[src/pph_pkg.sv]
// Package: constants and modes of the parallel port handshake block
package pph_pkg;
    localparam int CLK_PERIOD_PS = 25000;
    // Settle time on the wait input, least time, rounded up
    localparam int WAIT_SETTLE_PS = 50000;
    localparam int WAIT_SETTLE_CYC =
        (WAIT_SETTLE_PS + CLK_PERIOD_PS - 1) / CLK_PERIOD_PS;
    localparam int DATA_W = 8;
    localparam int FIFO_DEPTH = 8;
    // Idle levels of {wait, request, peripheral clock, busy} after reset
    localparam logic [3:0] SYNC_IDLE = 4'he;
    localparam logic [1:0] MODE_FIFO = 2'h0;
    localparam logic [1:0] MODE_ECP = 2'h1;
    localparam logic [1:0] MODE_EPP = 2'h2;
    typedef enum logic [5:0] {
        ST_IDLE = 6'h01,
        ST_STRB = 6'h02,
        ST_DONE = 6'h04,
        ST_RVWT = 6'h08,
        ST_RVAK = 6'h10,
        ST_EPPW = 6'h20
    } pph_state_type;
endpackage : pph_pkg

[src/pph_top.sv]
// Host side handshake of a multi-mode parallel port
// Behaviour
// FIFO mode paces bytes by busy only
// Forward idle keeps strobe high
// Peripheral request sampled through synchroniser
// Strobe falls only when busy low; the EPP write strobe waits on wait low instead, not on busy
// Strobe rises after busy; byte done on busy low
// Reverse idle keeps host ack low
// Write line high outside write cycle
// Wait input settles after 50 ns quiet
// Peripheral releases wait within 10 us
// Reverse interlock on host ack and peripheral clock
// All cable inputs pass two flip-flops
`timescale 1ns/1ps
module pph_top (
    input wire logic i_mclk,
    input wire logic i_rst_n,
    input wire logic [1:0] i_mode,
    input wire logic i_reverse,
    input wire logic i_in_valid,
    output logic o_in_ready,
    input wire logic [pph_pkg::DATA_W-1:0] i_in_data,
    output logic o_rx_valid,
    output logic [pph_pkg::DATA_W-1:0] o_rx_data,
    input wire logic i_busy,
    input wire logic i_ack_n,
    input wire logic i_fault_n,
    input wire logic i_wait_n,
    input wire logic [pph_pkg::DATA_W-1:0] i_pd,
    output logic [pph_pkg::DATA_W-1:0] o_pd,
    output logic o_pd_oe,
    output logic o_strobe_n,
    output logic o_host_ack,
    output logic o_write_n,
    output logic o_periph_req
);
    import pph_pkg::*;
    localparam int SW = $clog2(WAIT_SETTLE_CYC + 1);
    pph_state_type st_reg, st_next;
    logic [3:0] s1_reg, s2_reg;
    logic [DATA_W-1:0] pd1_reg, pd2_reg;
    logic wait_last_reg, wait_reg;
    logic [SW-1:0] quiet_reg;
    logic [DATA_W-1:0] fd;
    logic fv, fpop;
    // Drive states pull the strobe low
    function automatic logic pph_strobe_state(input pph_state_type s);
        return (s == ST_STRB) || (s == ST_EPPW);
    endfunction : pph_strobe_state
    // Reverse states hand the data lines to the peripheral
    function automatic logic pph_rev_state(input pph_state_type s);
        return (s == ST_RVWT) || (s == ST_RVAK);
    endfunction : pph_rev_state
    // Two flip-flop synchroniser on every cable input
    always_ff @(posedge i_mclk or negedge i_rst_n) begin
        if (!i_rst_n) begin
            s1_reg <= SYNC_IDLE;
            s2_reg <= SYNC_IDLE;
            pd1_reg <= '0;
            pd2_reg <= '0;
        end else begin
            s1_reg <= {i_wait_n, i_fault_n, i_ack_n, i_busy};
            s2_reg <= s1_reg;
            pd1_reg <= i_pd;
            pd2_reg <= pd1_reg;
        end
    end
    wire busy_s = s2_reg[0];
    wire ack_s = s2_reg[1];
    wire fault_s = s2_reg[2];
    wire wait_s = s2_reg[3];
    // Wait filter: accept a level only after it stays quiet
    always_ff @(posedge i_mclk or negedge i_rst_n) begin
        if (!i_rst_n) begin
            wait_last_reg <= 1'b1;
            quiet_reg <= '0;
            wait_reg <= 1'b1;
        end else begin
            wait_last_reg <= wait_s;
            if (wait_s != wait_last_reg) quiet_reg <= '0;
            else if (quiet_reg != SW'(WAIT_SETTLE_CYC))
                quiet_reg <= quiet_reg + 1'b1;
            if (quiet_reg == SW'(WAIT_SETTLE_CYC)) wait_reg <= wait_last_reg;
        end
    end
    pph_fifo #(.WIDTH(DATA_W), .DEPTH(FIFO_DEPTH)) u_fifo (
        .i_mclk(i_mclk),
        .i_rst_n(i_rst_n),
        .i_in_valid(i_in_valid),
        .o_in_ready(o_in_ready),
        .i_in_data(i_in_data),
        .o_out_valid(fv),
        .i_out_ready(fpop),
        .o_out_data(fd)
    );
    // Byte leaves the FIFO when its strobe is launched
    assign fpop = (st_reg == ST_IDLE) && (st_next == ST_STRB)
        || (st_reg == ST_IDLE) && (st_next == ST_EPPW);
    // Reverse byte is taken when the peripheral clock returns high
    wire rev_take = (st_reg == ST_RVAK) && ack_s;
    // Next state decode
    always_comb begin
        st_next = st_reg;
        case (st_reg)
            ST_IDLE: begin
                if (i_reverse && i_mode == MODE_ECP) st_next = ST_RVWT;
                else if (fv && i_mode == MODE_EPP && !wait_reg)
                    st_next = ST_EPPW;
                else if (fv && i_mode != MODE_EPP && !busy_s)
                    st_next = ST_STRB;
            end
            ST_STRB: if (busy_s) st_next = ST_DONE;
            ST_DONE: begin
                if (i_mode == MODE_FIFO || !busy_s)
                    st_next = ST_IDLE;
            end
            ST_RVWT: begin
                if (!ack_s) st_next = ST_RVAK;
                else if (!i_reverse) st_next = ST_IDLE;
            end
            ST_RVAK: if (ack_s) st_next = ST_RVWT;
            ST_EPPW: if (wait_reg) st_next = ST_IDLE;
            default: st_next = ST_IDLE;
        endcase
    end
    // State and registered pin outputs
    always_ff @(posedge i_mclk or negedge i_rst_n) begin
        if (!i_rst_n) begin
            st_reg <= ST_IDLE;
            o_strobe_n <= 1'b1;
            o_host_ack <= 1'b0;
            o_write_n <= 1'b1;
            o_pd <= '0;
            o_pd_oe <= 1'b0;
            o_rx_valid <= 1'b0;
            o_rx_data <= '0;
            o_periph_req <= 1'b0;
        end else begin
            st_reg <= st_next;
            o_strobe_n <= !pph_strobe_state(st_next);
            o_host_ack <= (st_next == ST_RVAK);
            o_write_n <= (st_next != ST_EPPW);
            o_pd_oe <= !pph_rev_state(st_next);
            if (fpop) o_pd <= fd;
            o_rx_valid <= rev_take;
            if (rev_take) o_rx_data <= pd2_reg;
            o_periph_req <= !fault_s;
        end
    end
endmodule : pph_top

[src/pph_fifo.sv]
// Synchronous FIFO with valid and ready on both sides
`timescale 1ns/1ps
module pph_fifo #(
    parameter int WIDTH = 8,
    parameter int DEPTH = 8
) (
    input wire logic i_mclk,
    input wire logic i_rst_n,
    input wire logic i_in_valid,
    output logic o_in_ready,
    input wire logic [WIDTH-1:0] i_in_data,
    output logic o_out_valid,
    input wire logic i_out_ready,
    output logic [WIDTH-1:0] o_out_data
);
    localparam int AW = $clog2(DEPTH);
    logic [WIDTH-1:0] mem_reg [DEPTH];
    logic [AW-1:0] wr_reg;
    logic [AW-1:0] rd_reg;
    logic [AW:0] cnt_reg;
    wire push = i_in_valid && o_in_ready;
    wire pop = o_out_valid && i_out_ready;
    wire [AW:0] cnt_next = cnt_reg + (AW+1)'(push) - (AW+1)'(pop);
    logic rdy_reg;
    // Ready is registered from the next count; empty from the count
    assign o_in_ready = rdy_reg;
    assign o_out_valid = (cnt_reg != '0);
    assign o_out_data = mem_reg[rd_reg];
    // Storage writes
    always_ff @(posedge i_mclk) begin
        if (push) begin
            mem_reg[wr_reg] <= i_in_data;
        end
    end
    // Pointers and count
    always_ff @(posedge i_mclk or negedge i_rst_n) begin
        if (!i_rst_n) begin
            wr_reg <= '0;
            rd_reg <= '0;
            cnt_reg <= '0;
            rdy_reg <= 1'b1;
        end else begin
            if (push) wr_reg <= (wr_reg == AW'(DEPTH - 1)) ? '0 : wr_reg + 1'b1;
            if (pop) rd_reg <= (rd_reg == AW'(DEPTH - 1)) ? '0 : rd_reg + 1'b1;
            cnt_reg <= cnt_next;
            rdy_reg <= (cnt_next != DEPTH[AW:0]);
        end
    end
endmodule : pph_fifo

[config.mk]
export PLATFORM = sky130hd
export DESIGN_NAME = pph_top
export DESIGN_NICKNAME = d
export VERILOG_FILES = /design/src/pph_pkg.sv /design/src/pph_top.sv /design/src/pph_fifo.sv
export SDC_FILE = /design/constraint.sdc
export NUM_CORES = 1
export LEC_CHECK = 0
export ABC_AREA = 1
export BUFFER_PORTS_ARGS = -buffer_cell sky130_fd_sc_hd__buf_2
export CORE_MARGIN = 4
export CORE_UTILIZATION = 40
export CTS_CLUSTER_SIZE = 24
export DETAILED_ROUTE_END_ITERATION = 6
export PLACE_DENSITY = 0.62
export SLEW_MARGIN = 30
export SYNTH_ARGS = -nofsm -noshare
export SYNTH_HDL_FRONTEND = slang
export SYNTH_SLANG_ARGS = --single-unit
[constraint.sdc]
create_clock -name i_mclk -period 7.2 [get_ports i_mclk]
set_clock_uncertainty 0.05 [all_clocks]
set_input_delay 1.44 -clock i_mclk [delete_from_list [all_inputs] [get_ports i_mclk]]
set_output_delay 1.44 -clock i_mclk [all_outputs]
set_load 0.03 [all_outputs]
==> reports/qor.txt, run 1 <==
CP Launch Point: i_mode[0]
R2R Setup Slk: 4350 ps
DRT iter0 DRCs: 258
area delta synth->final: 18.0%
maximum VDD drop: 172 uV
Slew @ Worst Pin: 980 ps
GRT overflow: 0
first-pass GRT wire length: 16800 um
max-cap viol count: 0
row cnt: 41
Buffers & Inverters on Critical Path: 4
FF-to-FF End: u_fifo.o_in_ready
Largest register FFs: 64
CTS max path bufs: 2
die area: 15000 um2
I/O pin count: 49
pwr dens: 432 nW/um2
Critical Path AT: 3720 ps
DRC errors left: 0
layout cell share with drive strength beyond 1: 0.202
end point of the critical path: u_fifo.o_in_ready
Detailed Route WL: 10200 um
Worst path max stage delay: 470 ps
number of global-route vias before repair: 3295
Seq cells post-synth: 131
min Tclk post-route: 3430 ps
Pins Over Slew Limit: 0
initial antenna violation count: 0
cell count after synthesis: 462
dpl hpwl: 6570 um
Yosys cell types: 33
TritonCTS clock tree: built
Fin. Hold Viols: 0
fillers: 1188
Antenna Diode Count: 0
Initial Util: 0.411
pin count of the biggest net entering global routing: 68
pre-CTS setup slack: 3350 ps
CP Depth: 14
die height: 122 um
die width: 122 um
root buffer cell: clkbuf_16
WL per Instance: 14.6 um
CP max FO: 13
port buffer count: 48
Clk pin slew, worst setup/hold paths: 50 ps
leak pwr: 0.00276 uW
Mapped Nets: 499
Gates resized, CTS repair: 0
Tcrit/Tclk final: 0.476
Hold Crit Class: flip-flop to flip-flop
CTS Hold Bufs: 0
Setup crit start kind: input pin
area of the mapped netlist: 5230 um2
register area share after synthesis: 0.691
All-Layer GR Usage: 0.151
CP delay by family, top: simple AND/OR/NAND/NOR gates
DRT Pass-1 Iters: 4
postcts setup bufs: 0
RePlAce Congestion: 0.842
unrepaired setup endpoints after global routing: no
Req. time, crit path: 7490 ps
Crit. End Element: flip-flop
via count: 3310
yosys synthesis warning count: 0
Num CTS Buffers: 17
final setup fails: 0
Mean Syn Cell Area: 11.3 um2
maximum clock frequency: 292 MHz
critical path class: input pin to flip-flop
Sink Count: 131
status: complete, no violations
CP max-delay cell: fa_1
net total in the final layout: 553
normalized max-slew margin: 0.344
Final ANT Viol Nets: 0
htree depth: 4
FF-to-FF Start: u_fifo.cnt_reg[2]
Setup WS post-layout: 3770 ps
path depth of the worst reg2reg path: 16
clk_lat worst skew: 420 ps
Cell Chain, Critical Path: buf_2 -> nor3_2 -> nand2_1 -> nand2_1 -> nand3_2 -> nand2_4 -> ha_1 -> inv_1 -> ha_1 -> inv_1 -> fa_1 -> inv_1 -> nor3_1 -> nand2_1
core area: 12700 um2
DR vias/cell: 4.72
Final TNS setup: 0 ps
## layer usage
layer / GRT usage / vias up / wire length (um)
li1: - / 1636 / -
met1: 0.191 / 1580 / 4470
met2: 0.238 / 76 / 4980
met3: 0.0424 / 18 / 578
met4: 0.0749 / 0 / 191
met5: 0 / - / 0
## metrics by stage
stage / utilization / power, uW / hold WS (ps) / cells / instance area (um2)
2_1_floorplan: - / 1660 / 281 / 462 / 5230
3_3_place_gp: 0.441 / 1840 / 283 / 669 / 5600
3_5_place_dp: 0.441 / 1870 / 285 / 669 / 5600
4_1_cts: 0.485 / 2700 / 297 / 701 / 6170
5_1_grt: 0.485 / 2850 / 303 / 701 / 6170
6_report: 0.485 / 2660 / 296 / 701 / 6170
## how the worst min path moves through the flow
stage,start,endpoint,slack [ps],cells past startpoint
floorplan,pd1_reg[0],pd2_reg[0],280,0
global placement,pd1_reg[2],pd2_reg[2],280,0
detailed placement,pd1_reg[3],pd2_reg[3],280,0
CTS,pd1_reg[3],pd2_reg[3],300,0
global route,pd1_reg[7],pd2_reg[7],300,0
finish,pd1_reg[3],pd2_reg[3],300,0
## placed cells by master, fill, tap and decap left out, drive strengths merged, types with 2 or more instances in the layout
cell	instances
a21oi	7
buf	50
clkbuf	24
clkinv	4
dfrtp	55
dfstp	12
edfxtp	64
ha	10
inv	37
nand2	148
nand3	66
nand4	2
nor2	28
nor3	4
o21a	3
o21ai	5
xnor2	2
xor2	2
## cell usage after synthesis
master	number	area, um2
fa_1	1	20.0
nor2_4	2	22.5
buf_1	1	3.75
nor3_4	2	32.5
edfxtp_1	64	1920
nand2_4	1	11.3
nor2_1	22	82.6
nor2_2	4	25.0
inv_1	34	128
buf_8	1	15.0
dfstp_2	12	315
nand3b_4	1	20.0
buf_2	6	30.0
nand3_1	65	325
nor3_2	1	10.0
inv_2	1	3.75
clkbuf_1	4	15.0
o21ai_0	5	25.0
buf_6	2	22.5
o21a_1	3	22.5
nand2_2	2	12.5
xnor2_1	2	17.5
nand2_1	145	544
buf_4	1	7.51
xor2_1	2	17.5
nor3_1	1	5.00
ha_1	10	125
dfrtp_1	55	1380
or2_2	1	6.26
a21oi_1	7	35.0
nand3_2	1	10.0
nand4_1	2	12.5
o22ai_1	1	6.26
## worst register-to-register path, cell delays in order, from the launching register on
cell	delay (ps)
dfrtp_1	350
inv_1	70
ha_1	160
nand3_1	120
nand2_1	170
nand2_1	70
nand2_1	70
nand3_2	230
nand2_4	220
ha_1	250
inv_1	60
ha_1	150
inv_1	50
fa_1	470
inv_1	50
nor3_1	160
nand2_1	80
## logic make-up (layout without fill, tap and decap cells)
group / Yosys count / in the layout / synth area share
xor+xnor: 4 / 4 / 0.00670
buf+inv: 50 / 117 / 0.0431
simple gates: 250 / 250 / 0.214
flops: 131 / 131 / 0.691
compound gates: 16 / 16 / 0.0170
fa+ha+maj: 11 / 11 / 0.0278
## report_power, final
| part | switching [uW] | leakage [uW] | internal, uW | total [uW] |
|---|---|---|---|---|
| Sequential | 90.8 | 0.00139 | 949 | 1040 |
| Combinational | 554 | 0.00109 | 258 | 812 |
| Clock | 300 | 0.000280 | 512 | 812 |
## area by class of cell
| cell class | count | area (um2) | share of cell area |
|---|---|---|---|
| multi-input combinational | 281 | 1390 | 0.225 |
| tap | 172 | 215 | 0.0349 |
| clock buffer | 24 | 493 | 0.0799 |
| timing repair buffer | 50 | 255 | 0.0414 |
| sequential | 131 | 3610 | 0.586 |
| clock inverter | 8 | 72.6 | 0.0118 |
| inverter | 35 | 131 | 0.0213 |
No activity file was read; power rests on OpenSTA's default activity.
==> run 2: changes to the inputs <==
==> constraint.sdc (replaced) <==
create_clock -name i_mclk -period 3.3 [get_ports i_mclk]
set_clock_uncertainty 0.05 [all_clocks]
set_input_delay 0.66 -clock i_mclk [delete_from_list [all_inputs] [get_ports i_mclk]]
set_output_delay 0.66 -clock i_mclk [all_outputs]
set_load 0.03 [all_outputs]
==> run 2 against run 1 <==
  * Critical path depth is 2 lower
  * Register-to-register slack worse by 3800 ps
  * Non-clock buffer count is 6 higher
  * Highest routed layer unchanged
  * Worst setup slack worse by 3200 ps
  * Sequential power is 120% higher
  * Sequential cell count stayed put
==> reports/qor.txt, run 2 (synthesis results as in run 1) <==
status: complete, no violations
All-Layer GR Usage: 0.150
DRT iter0 DRCs: 278
I/O pin count: 49
Pins Over Slew Limit: 0
maximum VDD drop: 388 uV
Critical Path AT: 3010 ps
DR vias/cell: 4.81
Crit. End Element: flip-flop
layout cell share with drive strength beyond 1: 0.219
clk_lat worst skew: 410 ps
unrepaired setup endpoints after global routing: no
DRC errors left: 0
Setup WS post-layout: 569 ps
Antenna Diode Count: 0
Hold Crit Class: input pin to asynchronous set/reset pin
Final ANT Viol Nets: 0
final setup fails: 0
GRT overflow: 0
CP max FO: 13
core area: 12700 um2
critical path class: flip-flop to flip-flop
net total in the final layout: 559
CTS Hold Bufs: 0
Num CTS Buffers: 17
Clk pin slew, worst setup/hold paths: 50 ps
most frequent cells in the layout: nand2_1 (145), nand3_1 (65), edfxtp_1 (64), dfrtp_1 (55), buf_2 (48)
dpl hpwl: 6680 um
Req. time, crit path: 3580 ps
normalized max-slew margin: 0.404
RePlAce Congestion: 0.855
via count: 3401
area of the multi-input gates: 1390 um2
fillers: 1176
Slew @ Worst Pin: 891 ps
Detailed Route WL: 10400 um
Design Power: 6000 uW
Core Util, Final: 0.493
WL per Instance: 14.6 um
area occupied by registers: 3610 um2
htree depth: 4
pwr dens: 956 nW/um2
die width: 122 um
initial antenna violation count: 0
max-cap viol count: 0
CTS max path bufs: 2
root buffer cell: clkbuf_16
commonest non-fill, non-tap cell in the layout: nand2_1
leak pwr: 0.00282 uW
Tcrit/Tclk final: 0.828
Final TNS setup: 0 ps
postcts setup bufs: 0
Gates resized, CTS repair: 0
pre-CTS setup slack: 334 ps
Post-Layout Cell Count: 707
TritonCTS clock tree: built
maximum clock frequency: 366 MHz
port buffer count: 48
Setup crit start kind: flip-flop
Fin. Hold Viols: 0
number of global-route vias before repair: 3319
die area: 15000 um2
first-pass GRT wire length: 16900 um
row cnt: 41
area delta synth->final: 20.1%
Placed Cells: 675
Sink Count: 131
min Tclk post-route: 2730 ps
pin count of the biggest net entering global routing: 41
Largest register FFs: 64
DRT Pass-1 Iters: 4
die height: 122 um
Initial Util: 0.411
## run 2: cell count changes in the layout (fill, tap and decap cells not counted), sizes merged
cell / before / now
buf: 50 / 56
clkbuf: 24 / 22
bufinv: 1 / 2
clkinv: 4 / 5
## run 2: area by class of cell
class	instances	share of cell area
sequential	131	0.576
multi-input combinational	281	0.221
clock buffer	22	0.0813
timing repair buffer	56	0.0478
tap	172	0.0343
inverter	35	0.0209
clock inverter	10	0.0187
## run 2: layer usage
layer / part of all wire / vias up / GRT usage
li1: - / 1647 / -
met1: 0.45 / 1646 / 0.194
met5: 0 / - / 0
met2: 0.48 / 88 / 0.235
met4: 0.017 / 0 / 0.0700
met3: 0.050 / 20 / 0.0419
## run 2: through the flow
step	area [um2]	hold slack (ps)
2_1_floorplan	5230	281
3_3_place_gp	5650	282
3_5_place_dp	5650	285
4_1_cts	6280	54.6
5_1_grt	6280	66.3
6_report	6280	66.7
## run 2: final timing paths
| path | start | to | slack (ps) | cells after the start |
|---|---|---|---|---|
| worst max-delay path | st_reg[0] | u_fifo.o_in_ready | 570 | 12 |
| worst min-delay path | i_rst_n | u_fifo.rd_reg[1] | 70 | 1 |
| worst max register to register | st_reg[0] | u_fifo.o_in_ready | 570 | 12 |
| worst min register to register | pd1_reg[6] | pd2_reg[6] | 290 | 0 |
| max in group asynchronous | i_rst_n | o_strobe_n | 2360 | 2 |
| min in group i_mclk | pd1_reg[6] | pd2_reg[6] | 290 | 0 |
## run 2: power breakdown
group / internal [uW] / total [uW] / switching (uW)
Clock: 1250 / 1930 / 673
Sequential: 2070 / 2240 / 166
Combinational: 583 / 1840 / 1260
Total: 3910 / 6000 / 2100
## run 2: worst max-delay path, cell delays in order, from the launching register on
cell	delay, ps
dfstp_2	540
nand2_1	130
nor3_4	270
nand3b_4	210
nand2_4	190
ha_1	250
inv_1	60
ha_1	150
inv_1	50
fa_1	470
inv_1	50
nor3_1	160
nand2_1	70
